[src/design/csw_pkg.sv]
// constants shared by the channel sense and wake block
package csw_pkg;
	localparam int unsigned CLK_HZ = 100000000;
	localparam int unsigned LOW_POWER_OSC_HZ = 32000;
	localparam int unsigned LOW_POWER_OSC_DIV = CLK_HZ / LOW_POWER_OSC_HZ;
	localparam int unsigned CAL_PERIOD_TICKS = 32000;
	localparam int unsigned CAL_WINDOW_TICKS = 32;
	localparam int unsigned CAL_TOL_PCT = 1;
	localparam int unsigned SLEEP_W = 38;
	localparam int signed RSSI_MIN_DBM = -127;
	localparam int signed RSSI_MAX_DBM = 20;
	localparam int unsigned JUMP_WIN_BASE = 1;
	localparam int unsigned SNR_MIN_DB = 7;
	localparam logic [1:0] DEMOD_2FSK = 2'h1;
	localparam logic [1:0] DEMOD_OOK = 2'h0;
	localparam logic [1:0] DEMOD_4FSK = 2'h2;
	localparam logic [2:0] ST_SLEEP = 3'h1;
	localparam logic [2:0] ST_STANDBY_STATE = 3'h2;
	localparam logic [2:0] ST_RFS = 3'h3;
	localparam logic [2:0] ST_TFS = 3'h4;
	localparam logic [2:0] ST_RX = 3'h5;
	localparam logic [2:0] ST_TX = 3'h6;
	typedef enum logic [1:0] {
		CSW_CAL_IDLE = 2'b00,
		CSW_CAL_RUN = 2'b01,
		CSW_CAL_DONE = 2'b10
	} csw_cal_e;
endpackage

[src/design/csw_channel_sense.sv]
// channel sensing, supply check, sleep wake timer and phase jump detector
// Operation
// - sleep timer ticks from a nominal 32 kHz low-power oscillator
// - enabled timer wakes from sleep each programmed interval
// - oscillator calibrated at power-up and periodically, to within 1 tick of the 32-tick target
// - one supply check per tuning, result readable
// - tuning when sleep or standby moves to synth, tx or rx
// - strength reported from -127 dBm to +20 dBm
// - setting picks live strength or latched per packet stage
// - flag high when live strength exceeds threshold, else low
// - strength flag feeds signal-valid interrupt and super-low-power mode
// - detector works only in 2-FSK demodulation
// - each change of symbol value counts one jump, until the count saturates at 15
// - two-bit window select sets jumps needed for decision
// - detector also checks deviation valid and snr above 7 dB
// - detector output high only when rate, deviation and snr good
// - detector output selectable for interrupt or receive extension
// - direct mode with mute set silences data without wanted signal, in 2-FSK only
// - direct mode sends demodulator data to the data output pin
`timescale 1ns/1ns
module csw_channel_sense #(
	parameter int unsigned SLEEP_W = csw_pkg::SLEEP_W,
	parameter int unsigned LOW_POWER_OSC_DIV = csw_pkg::LOW_POWER_OSC_DIV,
	parameter int unsigned CAL_PERIOD_TICKS = csw_pkg::CAL_PERIOD_TICKS
) (
	input wire logic mclk,
	input wire logic rst,
	input wire logic sleep_timer_en,
	input wire logic [SLEEP_W-1:0] sleep_interval,
	input wire logic [2:0] chip_state,
	input wire logic supply_low_in,
	input wire logic signed [7:0] rssi_in,
	input wire logic strength_capture_mode,
	input wire logic packet_stage_strobe,
	input wire logic signed [7:0] strength_threshold,
	input wire logic [1:0] demod_type,
	input wire logic demod_symbol,
	input wire logic symbol_strobe,
	input wire logic deviation_ok,
	input wire logic [5:0] snr_db,
	input wire logic [1:0] jump_window_select,
	input wire logic valid_irq_src_sel,
	input wire logic slp_ext_src_sel,
	input wire logic direct_mode,
	input wire logic dout_mute,
	input wire logic [7:0] osc_measured_ticks,
	output logic wake_event,
	output logic cal_busy,
	output logic [7:0] osc_trim,
	output logic supply_level_result,
	output logic signed [7:0] strength_value,
	output logic strength_above,
	output logic phase_jump_detector,
	output logic signal_valid_irq,
	output logic slp_rx_extend,
	output logic demod_data_out
);
	localparam logic [7:0] TRIM_MID = 8'h80;
	localparam logic [7:0] CAL_TARGET = 8'(csw_pkg::CAL_WINDOW_TICKS);
	localparam logic [7:0] CAL_TOL = 8'(csw_pkg::CAL_TOL_PCT);
	localparam logic [5:0] SNR_MIN = 6'(csw_pkg::SNR_MIN_DB);
	localparam logic signed [7:0] RSSI_LO = 8'(csw_pkg::RSSI_MIN_DBM);
	localparam logic signed [7:0] RSSI_HI = 8'(csw_pkg::RSSI_MAX_DBM);
	localparam logic [15:0] DIV_LAST = 16'(LOW_POWER_OSC_DIV - 1);
	localparam logic [15:0] CAL_LAST = 16'(CAL_PERIOD_TICKS - 1);

	typedef struct packed {
		logic [15:0] div_cnt;
		logic lp_tick;
		logic [SLEEP_W-1:0] sleep_cnt;
		logic wake;
		csw_pkg::csw_cal_e cal_state;
		logic busy;
		logic [15:0] cal_cnt;
		logic [7:0] trim;
		logic [2:0] prev_state;
		logic sup_s1;
		logic sup_s2;
		logic supply_result;
		logic signed [7:0] strength;
		logic above;
		logic sym_s1;
		logic sym_s2;
		logic last_sym;
		logic have_sym;
		logic [3:0] jumps;
		logic detect;
		logic irq;
		logic slp_ext;
		logic dout;
	} csw_state_s;

	csw_state_s cur;
	csw_state_s next_cur;
	logic tuning;
	logic fresh_rx;
	logic in_2fsk;
	logic [3:0] jumps_needed;
	logic jump_now;
	logic [3:0] jumps_after;
	logic signed [7:0] rssi_clamped;
	logic quality_ok;

	always_comb begin
		next_cur = cur;
		// slower rate as a one-cycle enable, no second clock domain
		next_cur.lp_tick = 1'b0;
		if (cur.div_cnt == DIV_LAST) begin
			next_cur.div_cnt = '0;
			next_cur.lp_tick = 1'b1;
		end else begin
			next_cur.div_cnt = cur.div_cnt + 16'h0001;
		end

		// sleep timer: counts only in sleep, wake pulse then reload
		next_cur.wake = 1'b0;
		if (!sleep_timer_en || chip_state != csw_pkg::ST_SLEEP) begin
			next_cur.sleep_cnt = sleep_interval;
		end else if (cur.lp_tick) begin
			if (cur.sleep_cnt <= SLEEP_W'(1)) begin
				next_cur.wake = 1'b1;
				next_cur.sleep_cnt = sleep_interval;
			end else begin
				next_cur.sleep_cnt = cur.sleep_cnt - SLEEP_W'(1);
			end
		end

		// calibration: first pass at power-up, then every period
		case (cur.cal_state)
			csw_pkg::CSW_CAL_RUN: begin
				if (cur.lp_tick) begin
					// one trim step per tick until within tolerance
					if (osc_measured_ticks > CAL_TARGET + CAL_TOL) begin
						next_cur.trim = cur.trim - 8'h01;
					end else if (osc_measured_ticks + CAL_TOL < CAL_TARGET) begin
						next_cur.trim = cur.trim + 8'h01;
					end else begin
						next_cur.cal_state = csw_pkg::CSW_CAL_DONE;
						next_cur.cal_cnt = '0;
					end
				end
			end
			csw_pkg::CSW_CAL_DONE: begin
				if (cur.lp_tick) begin
					if (cur.cal_cnt == CAL_LAST) begin
						next_cur.cal_state = csw_pkg::CSW_CAL_RUN;
					end else begin
						next_cur.cal_cnt = cur.cal_cnt + 16'h0001;
					end
				end
			end
			default: begin
				next_cur.cal_state = csw_pkg::CSW_CAL_RUN;
			end
		endcase
		// busy flag registered so the output comes straight from a flop
		next_cur.busy = (next_cur.cal_state != csw_pkg::CSW_CAL_DONE);

		// supply check sampled on each tuning transition
		next_cur.prev_state = chip_state;
		next_cur.sup_s1 = supply_low_in;
		next_cur.sup_s2 = cur.sup_s1;
		if (tuning) begin
			next_cur.supply_result = cur.sup_s2;
		end

		// strength readout
		if (!strength_capture_mode || packet_stage_strobe) begin
			next_cur.strength = rssi_clamped;
		end
		next_cur.above = rssi_clamped > strength_threshold;

		// phase jump detector
		next_cur.sym_s1 = demod_symbol;
		next_cur.sym_s2 = cur.sym_s1;
		if (!in_2fsk || fresh_rx) begin
			next_cur.jumps = '0;
			next_cur.detect = 1'b0;
			next_cur.have_sym = 1'b0;
		end else if (symbol_strobe) begin
			next_cur.last_sym = cur.sym_s2;
			next_cur.have_sym = 1'b1;
			// decision uses the count including this jump, so no one-symbol lag
			next_cur.jumps = jumps_after;
			next_cur.detect = (jumps_after >= jumps_needed) && quality_ok;
		end

		next_cur.irq = valid_irq_src_sel ? cur.detect : cur.above;
		next_cur.slp_ext = slp_ext_src_sel ? cur.detect : cur.above;

		// direct mode path, mute gates while no wanted signal, in 2-FSK only
		if (!direct_mode) begin
			next_cur.dout = 1'b0;
		end else if (dout_mute && in_2fsk && !cur.detect) begin
			next_cur.dout = 1'b0;
		end else begin
			next_cur.dout = cur.sym_s2;
		end
	end

	always_comb begin
		tuning = (cur.prev_state == csw_pkg::ST_SLEEP || cur.prev_state == csw_pkg::ST_STANDBY_STATE)
			&& (chip_state == csw_pkg::ST_RFS || chip_state == csw_pkg::ST_TFS
			|| chip_state == csw_pkg::ST_RX || chip_state == csw_pkg::ST_TX);
		fresh_rx = (chip_state == csw_pkg::ST_RX) && (cur.prev_state != csw_pkg::ST_RX);
		in_2fsk = (demod_type == csw_pkg::DEMOD_2FSK);
		// equal neighbours are not a jump; count saturates instead of wrapping
		jump_now = cur.have_sym && (cur.sym_s2 != cur.last_sym);
		jumps_after = (jump_now && cur.jumps != 4'hf) ? cur.jumps + 4'h1 : cur.jumps;
		// window codes 0..3 ask for 1,2,4,8 jumps; 4 is the sensible default
		jumps_needed = 4'(csw_pkg::JUMP_WIN_BASE) << jump_window_select;
		quality_ok = deviation_ok && (snr_db > SNR_MIN);
		if (rssi_in < RSSI_LO) begin
			rssi_clamped = RSSI_LO;
		end else if (rssi_in > RSSI_HI) begin
			rssi_clamped = RSSI_HI;
		end else begin
			rssi_clamped = rssi_in;
		end
	end

	always_ff @(posedge mclk) begin
		if (rst) begin
			cur <= '0;
			cur.trim <= TRIM_MID;
			cur.cal_state <= csw_pkg::CSW_CAL_IDLE;
			cur.busy <= 1'b1;
		end else begin
			cur <= next_cur;
		end
	end

	// host must reconfigure after power-on reset; all state returns to defaults
	assign wake_event = cur.wake;
	assign cal_busy = cur.busy;
	assign osc_trim = cur.trim;
	assign supply_level_result = cur.supply_result;
	assign strength_value = cur.strength;
	assign strength_above = cur.above;
	assign phase_jump_detector = cur.detect;
	assign signal_valid_irq = cur.irq;
	assign slp_rx_extend = cur.slp_ext;
	assign demod_data_out = cur.dout;
endmodule

[config.mk]
export PLATFORM = sky130hd
export DESIGN_NAME = csw_channel_sense
export DESIGN_NICKNAME = d
export VERILOG_FILES = /design/src/design/csw_pkg.sv /design/src/design/csw_channel_sense.sv
export SDC_FILE = /design/constraint.sdc
export NUM_CORES = 1
export LEC_CHECK = 0
export ABC_AREA = 1
export BUFFER_PORTS_ARGS = -buffer_cell sky130_fd_sc_hd__buf_2
export CAP_MARGIN = 20
export CELL_PAD_IN_SITES_DETAIL_PLACEMENT = 1
export CELL_PAD_IN_SITES_GLOBAL_PLACEMENT = 2
export CORE_ASPECT_RATIO = 0.75
export CORE_UTILIZATION = 32
export CTS_CLUSTER_SIZE = 28
export DETAILED_ROUTE_END_ITERATION = 10
export PLACE_DENSITY_LB_ADDON = 0.1
export SLEW_MARGIN = 15
export SYNTH_ARGS = -nofsm -noshare
export SYNTH_HDL_FRONTEND = slang
export SYNTH_SLANG_ARGS = --single-unit
[constraint.sdc]
create_clock -name mclk -period 3 [get_ports mclk]
set_input_delay 0.6 -clock mclk [delete_from_list [all_inputs] [get_ports mclk]]
set_output_delay 0.6 -clock mclk [all_outputs]
set_load 0.02 [all_outputs]
# --- Word level (Yosys, flattened, before mapping) ---
# Cells that the tools add are included.
totals:
  register_bits: 110
  latchBits: 0
  ram_bits: 0
  romBits: 0
  wordCells: 116
  mem_count: 0
op_classes:
  add_sub_neg: 7
  n_mul: 0
  div: 0
  n_lt_le_gt_ge: 8
  eq_ne: 21
  shifts: 1
  mux: 24
  bitwise_logic: 3
  n_reduce_logical: 29
ops:
  columns: ["operator", "n"]
  rows:
  - ["38-bit two-way mux", 2]
  - ["16-bit two-way mux", 4]
  - ["39-bit two-way mux", 1]
  - ["38-bit by 1-bit <= comparator with 1-bit output (second input constant)", 1]
  - ["38-bit by 1-bit subtractor with 38-bit output (second input constant)", 1]
  - ["16-bit by 1-bit adder with 16-bit output (second input constant)", 2]
  - ["8-bit two-way mux", 4]
  - ["16-bit case mux with 2 select lines", 1]
  - ["24-bit two-way mux", 1]
  - ["8-bit by 1-bit adder with 8-bit output (second input constant)", 2]
  - ["16-bit by 12-bit == test with 1-bit output (second input constant)", 1]
  - ["16-bit by 15-bit == test with 1-bit output (second input constant)", 1]
  - ["8-bit by 6-bit greater-than comparator with 1-bit output (second input constant)", 2]
  - ["2-bit != test (second input constant)", 6]
  - ["2-bit two-way mux", 5]
  - ["3-bit == test (second input constant)", 3]
  - ["8-bit greater-than comparator", 1]
  - ["1-bit logical AND", 8]
  - ["8-bit by 6-bit < comparator with 1-bit output (second input constant)", 1]
  - ["8-bit < comparator (second input constant)", 1]
  - ["8-bit by 1-bit subtractor with 8-bit output (second input constant)", 1]
  - ["1-bit logical OR", 7]
  - ["3-bit by 2-bit == test with 1-bit output (second input constant)", 2]
  - ["6-bit by 3-bit greater-than comparator with 1-bit output (second input constant)", 1]
  - ["21 further kinds", 34]

# --- Logic depth before layout (Yosys ltp) ---
logic_depth:
  ltp_word: 7
  ltp_mapped: 14

# --- Least setup slack after synthesis ---
# Ideal clock, no wire load.
synth_timing:
  path_type: "input to register"
  startpoint: "input osc_measured_ticks[4]"
  endpoint: "register cur (netlist bit osc_trim[6])"
  t_arrival_ns: 2.168
  path_slack_ns: 0.712
  path_stages: 12
  path_buffers: 0
  cell_sequence: "nor2_1 -> nand2_1 -> a21boi_2 -> inv_1 -> ha_1 -> a21oi_1 -> o21ai_0 -> a21oi_1 -> nor2_1 -> nor2_1 -> xor2_1 -> a21oi_1"
synth_via:
  elab_chain_cells: 4
  word_cells_on_any_way: 6
  classes_between: "add/sub: 1; order compare: 2; mux: 1; reduce/logical: 2"
synth_lines:
  columns: ["element", "line", "rtl"]
  rows:
  - ["start, declared", "csw_channel_sense.sv:46", "input wire logic [7:0] osc_measured_ticks,"]
  - ["8-bit by 1-bit adder with 8-bit output", "csw_channel_sense.sv:135", "end else if (osc_measured_ticks + CAL_TOL < CAL_TARGET) begin"]
  - ["8-bit by 6-bit < comparator with 1-bit output", "csw_channel_sense.sv:135", null]
  - ["2-bit nonzero test (no source line)", null, null]
  - ["3-bit AND reduction (no source line)", null, null]
  - ["end signal, assigned", "csw_channel_sense.sv:229", "cur <= next_cur;"]
  - ["end, declared", "csw_channel_sense.sv:93", "csw_state_s cur;"]
# Parallel ways exist; a longest one is shown, timed or not.
# A chain may end at the register's enable or synchronous reset.

# --- Worst setup path after layout ---
layout_timing:
  startpoint: "register cur[10] in the netlist's numbering"
  endpoint: "register cur (netlist bit phase_jump_detector)"
layout_via:
  elab_chain_cells: 6
layout_lines:
  columns: ["element", "line", "rtl"]
  rows:
  - ["1-bit != test", "csw_channel_sense.sv:208", "jump_now = cur.have_sym && (cur.sym_s2 != cur.last_sym);"]
  - ["1-bit logical AND", "csw_channel_sense.sv:208", null]
  - ["1-bit logical AND", "csw_channel_sense.sv:209", "jumps_after = (jump_now && cur.jumps != 4'hf) ? cur.jumps + 4'h1 : cur.jumps;"]
  - ["4-bit two-way mux", "csw_channel_sense.sv:209", null]
  - ["via jumps_after[3]", "csw_channel_sense.sv:100", "logic [3:0] jumps_after;"]
  - ["4-bit greater-or-equal comparator", "csw_channel_sense.sv:185", "next_cur.detect = (jumps_after >= jumps_needed) && quality_ok;"]
  - ["1-bit logical AND", "csw_channel_sense.sv:185", null]
# The timed path passes the listed nets, and every way through them passes these cells.

==> metrics.cfg <==
[placed_design]
dp.cells = 1443
post-dp-hpwl_um = 16900
pre_cts_ws_ns = 0.372
io_buffers = 108
gp_congestion = 0.790

[grt]
grt_pass1_vias = 7078
track_usage_pct = 19.3
grt_max_degree = 48
antenna_found_initial = 1
grt_pass1_wl_um = 36300
overflow = 0

[synth]
synthCells = 1074
async_flop_share_pct = 0
yosysUniqueCellTypes = 47
ys_ff_latch = 110
yosys_warnings = 0
syn_nets = 1189
avgSynthCellArea_um2 = 6.78
synth_flop_cell = dfxtp_1
ys_seq_area_share_pct = 30.2
yosysTopAreaCell = dfxtp_1
synth-edff-count = 0
netlist_area_mm2 = 0.00729
synth_top_area_share_pct = 30.2
ys_top_cells_by_area = dfxtp_1, nand2_1, nor2_1, inv_1, a21oi_1

[setup_path]
crit_type = reg2reg
cp_max_fo = 5
required_ns = 3.25
crit_path_start_kind = flop
end_kind = flop
cp.arrival_ns = 2.54

[run]
drv_cap = 0

[clock_network]
clock_latency_ns = 0.36
htree_num_levels = 3
hold_buffers = 0
cts.path.max_buffers = 2
root_buffer = clkbuf_16
cts_tree = built
clk_pin_slew_ns = 0.08
postCtsSetupRepairBufs = 0
cts-resized-gates = 0
tritoncts.num_buffers = 9
clock_sinks = 110

[power]
leakagePower_nw = 3.70
ir_drop_mv = 0.282
finalPower_mw = 3.35
p_per_area_mw_per_mm2 = 403

[routing]
route.detailed.drc = 0
vias_per_cell = 4.89
drt_wl_total_um = 21900
drt_iter0_drc = 319
wl_per_cell_um = 15.0
ant_nets = 0
drt-pass1-iter-count = 4
vias = 7140

[timing]
drv_slew = 0
fin_skew_ns = 0.0111
relSlewSlack_pct = 60.8
rsz0062_at_grt = false
period_needed_ns = 2.28
setup_viol = 0
worst_slew_pin_slew_ns = 0.589
fin_crit_sh_pct = 76.1
final.setup.worst_slack_ns = 0.716
tns_ns = 0
hold_viol_final = 0
fmax_mhz = 438
hold_ws_ns = 0.415

[cells_and_area]
layout_commonest_cell = nand2_1
multi_input_area_mm2 = 0.00434
largest_register_ffs = 86
nets = 1275
final_cell_mix = nand2_1, nor2_1, inv_1
fillers = 2860
instances_no_fill = 1459
antenna_cells = 0
regMostFlops = cur
area.growth.synth_to_final_pct = 14.2
drive_above_1_share_pct = 16.8
regArea_mm2 = 0.00220

[outcome]
status = completed

[die]
num_rows = 47
die_h_um = 133
start_util_pct = 32.9
die_w_um = 176
die-area_mm2 = 0.0234
core-area_mm2 = 0.0222
ioPinCount = 112

[hold_path]
hold_path.class = in2reg

logic make-up (layout without fill, tap and decap cells):
kind of cell / after synthesis / in the layout / share of synthesized area [%]
xor gates and xnor gates: 45 / 45 / 5.41
and+or+nand+nor: 537 / 537 / 34.0
adders and majority gates: 27 / 27 / 4.74
DFF: 110 / 110 / 30.2
AOI/OAI and AO/OA: 187 / 187 / 15.3
buffers and inverters: 168 / 259 / 10.3
where the power goes:
part	total, mW	internal, mW	switching [mW]
sequential	1.57	1.51	0.0601
combinational	0.545	0.217	0.328
clock	1.23	0.604	0.630
total	3.35	2.33	1.02
worst max-delay path, stage by stage, from the launching register on:
cell,delay (ns)
dfxtp_1,0.40
or2_2,0.13
nand3_1,0.08
a31oi_1,0.36
nand3_1,0.13
nor2_1,0.14
xor2_1,0.22
inv_1,0.08
ha_1,0.29
o21a_1,0.10
o211ai_1,0.16
a21oi_1,0.08
layer usage:
metal | GRT usage, % | share of wire, % | wire length, um | vias up
met5 | 0 | 0.046 | 10 | -
li1 | - | - | - | 3689
met2 | 28.4 | 40 | 8850 | 122
met1 | 28.8 | 54 | 11800 | 3314
met3 | 3.79 | 4.7 | 1030 | 13
met4 | 4.06 | 0.71 | 155 | 2
through the flow:
step	util [%]	cell area [um^2]
after floorplan	-	7290
after global placement	36.2	8030
after detailed placement	36.2	8030
after CTS	37.5	8320
after global routing	37.5	8320
final	37.5	8320
worst paths after layout:
| kind | start | to | slack [ns] | cells after the start |
|---|---|---|---|---|
| hold / removal | valid_irq_src_sel | signal_valid_irq | 0.41 | 2 |
| setup / recovery | cur[10] | phase_jump_detector | 0.72 | 11 |
| hold reg to reg | cur[11] | cur[10] | 0.43 | 2 |
| setup reg to reg | cur[10] | phase_jump_detector | 0.72 | 11 |
cell type report:
type	instances	area share (%)
Clock buffer	10	2.87
Clock inverter	6	0.616
Tap cell	294	4.42
Timing Repair Buffer	128	8.30
Multi-Input combinational cell	796	52.1
Inverter	115	5.22
Sequential cell	110	26.5
cell usage after synthesis (all sizes together), types with 5 or more instances:
cell    count
nand2     243
nor2      141
inv       115
dfxtp     110
a21oi      84
nand3      84
o21ai      44
a22oi      37
buf        33
xor2       28
ha         26
clkbuf     20
nor3       19
nand3b     18
xnor2      17
nand4      12
nor3b       7
nor4        7
o211ai      5
or2         5
Note: power is estimated with default switching activity, not from simulation.
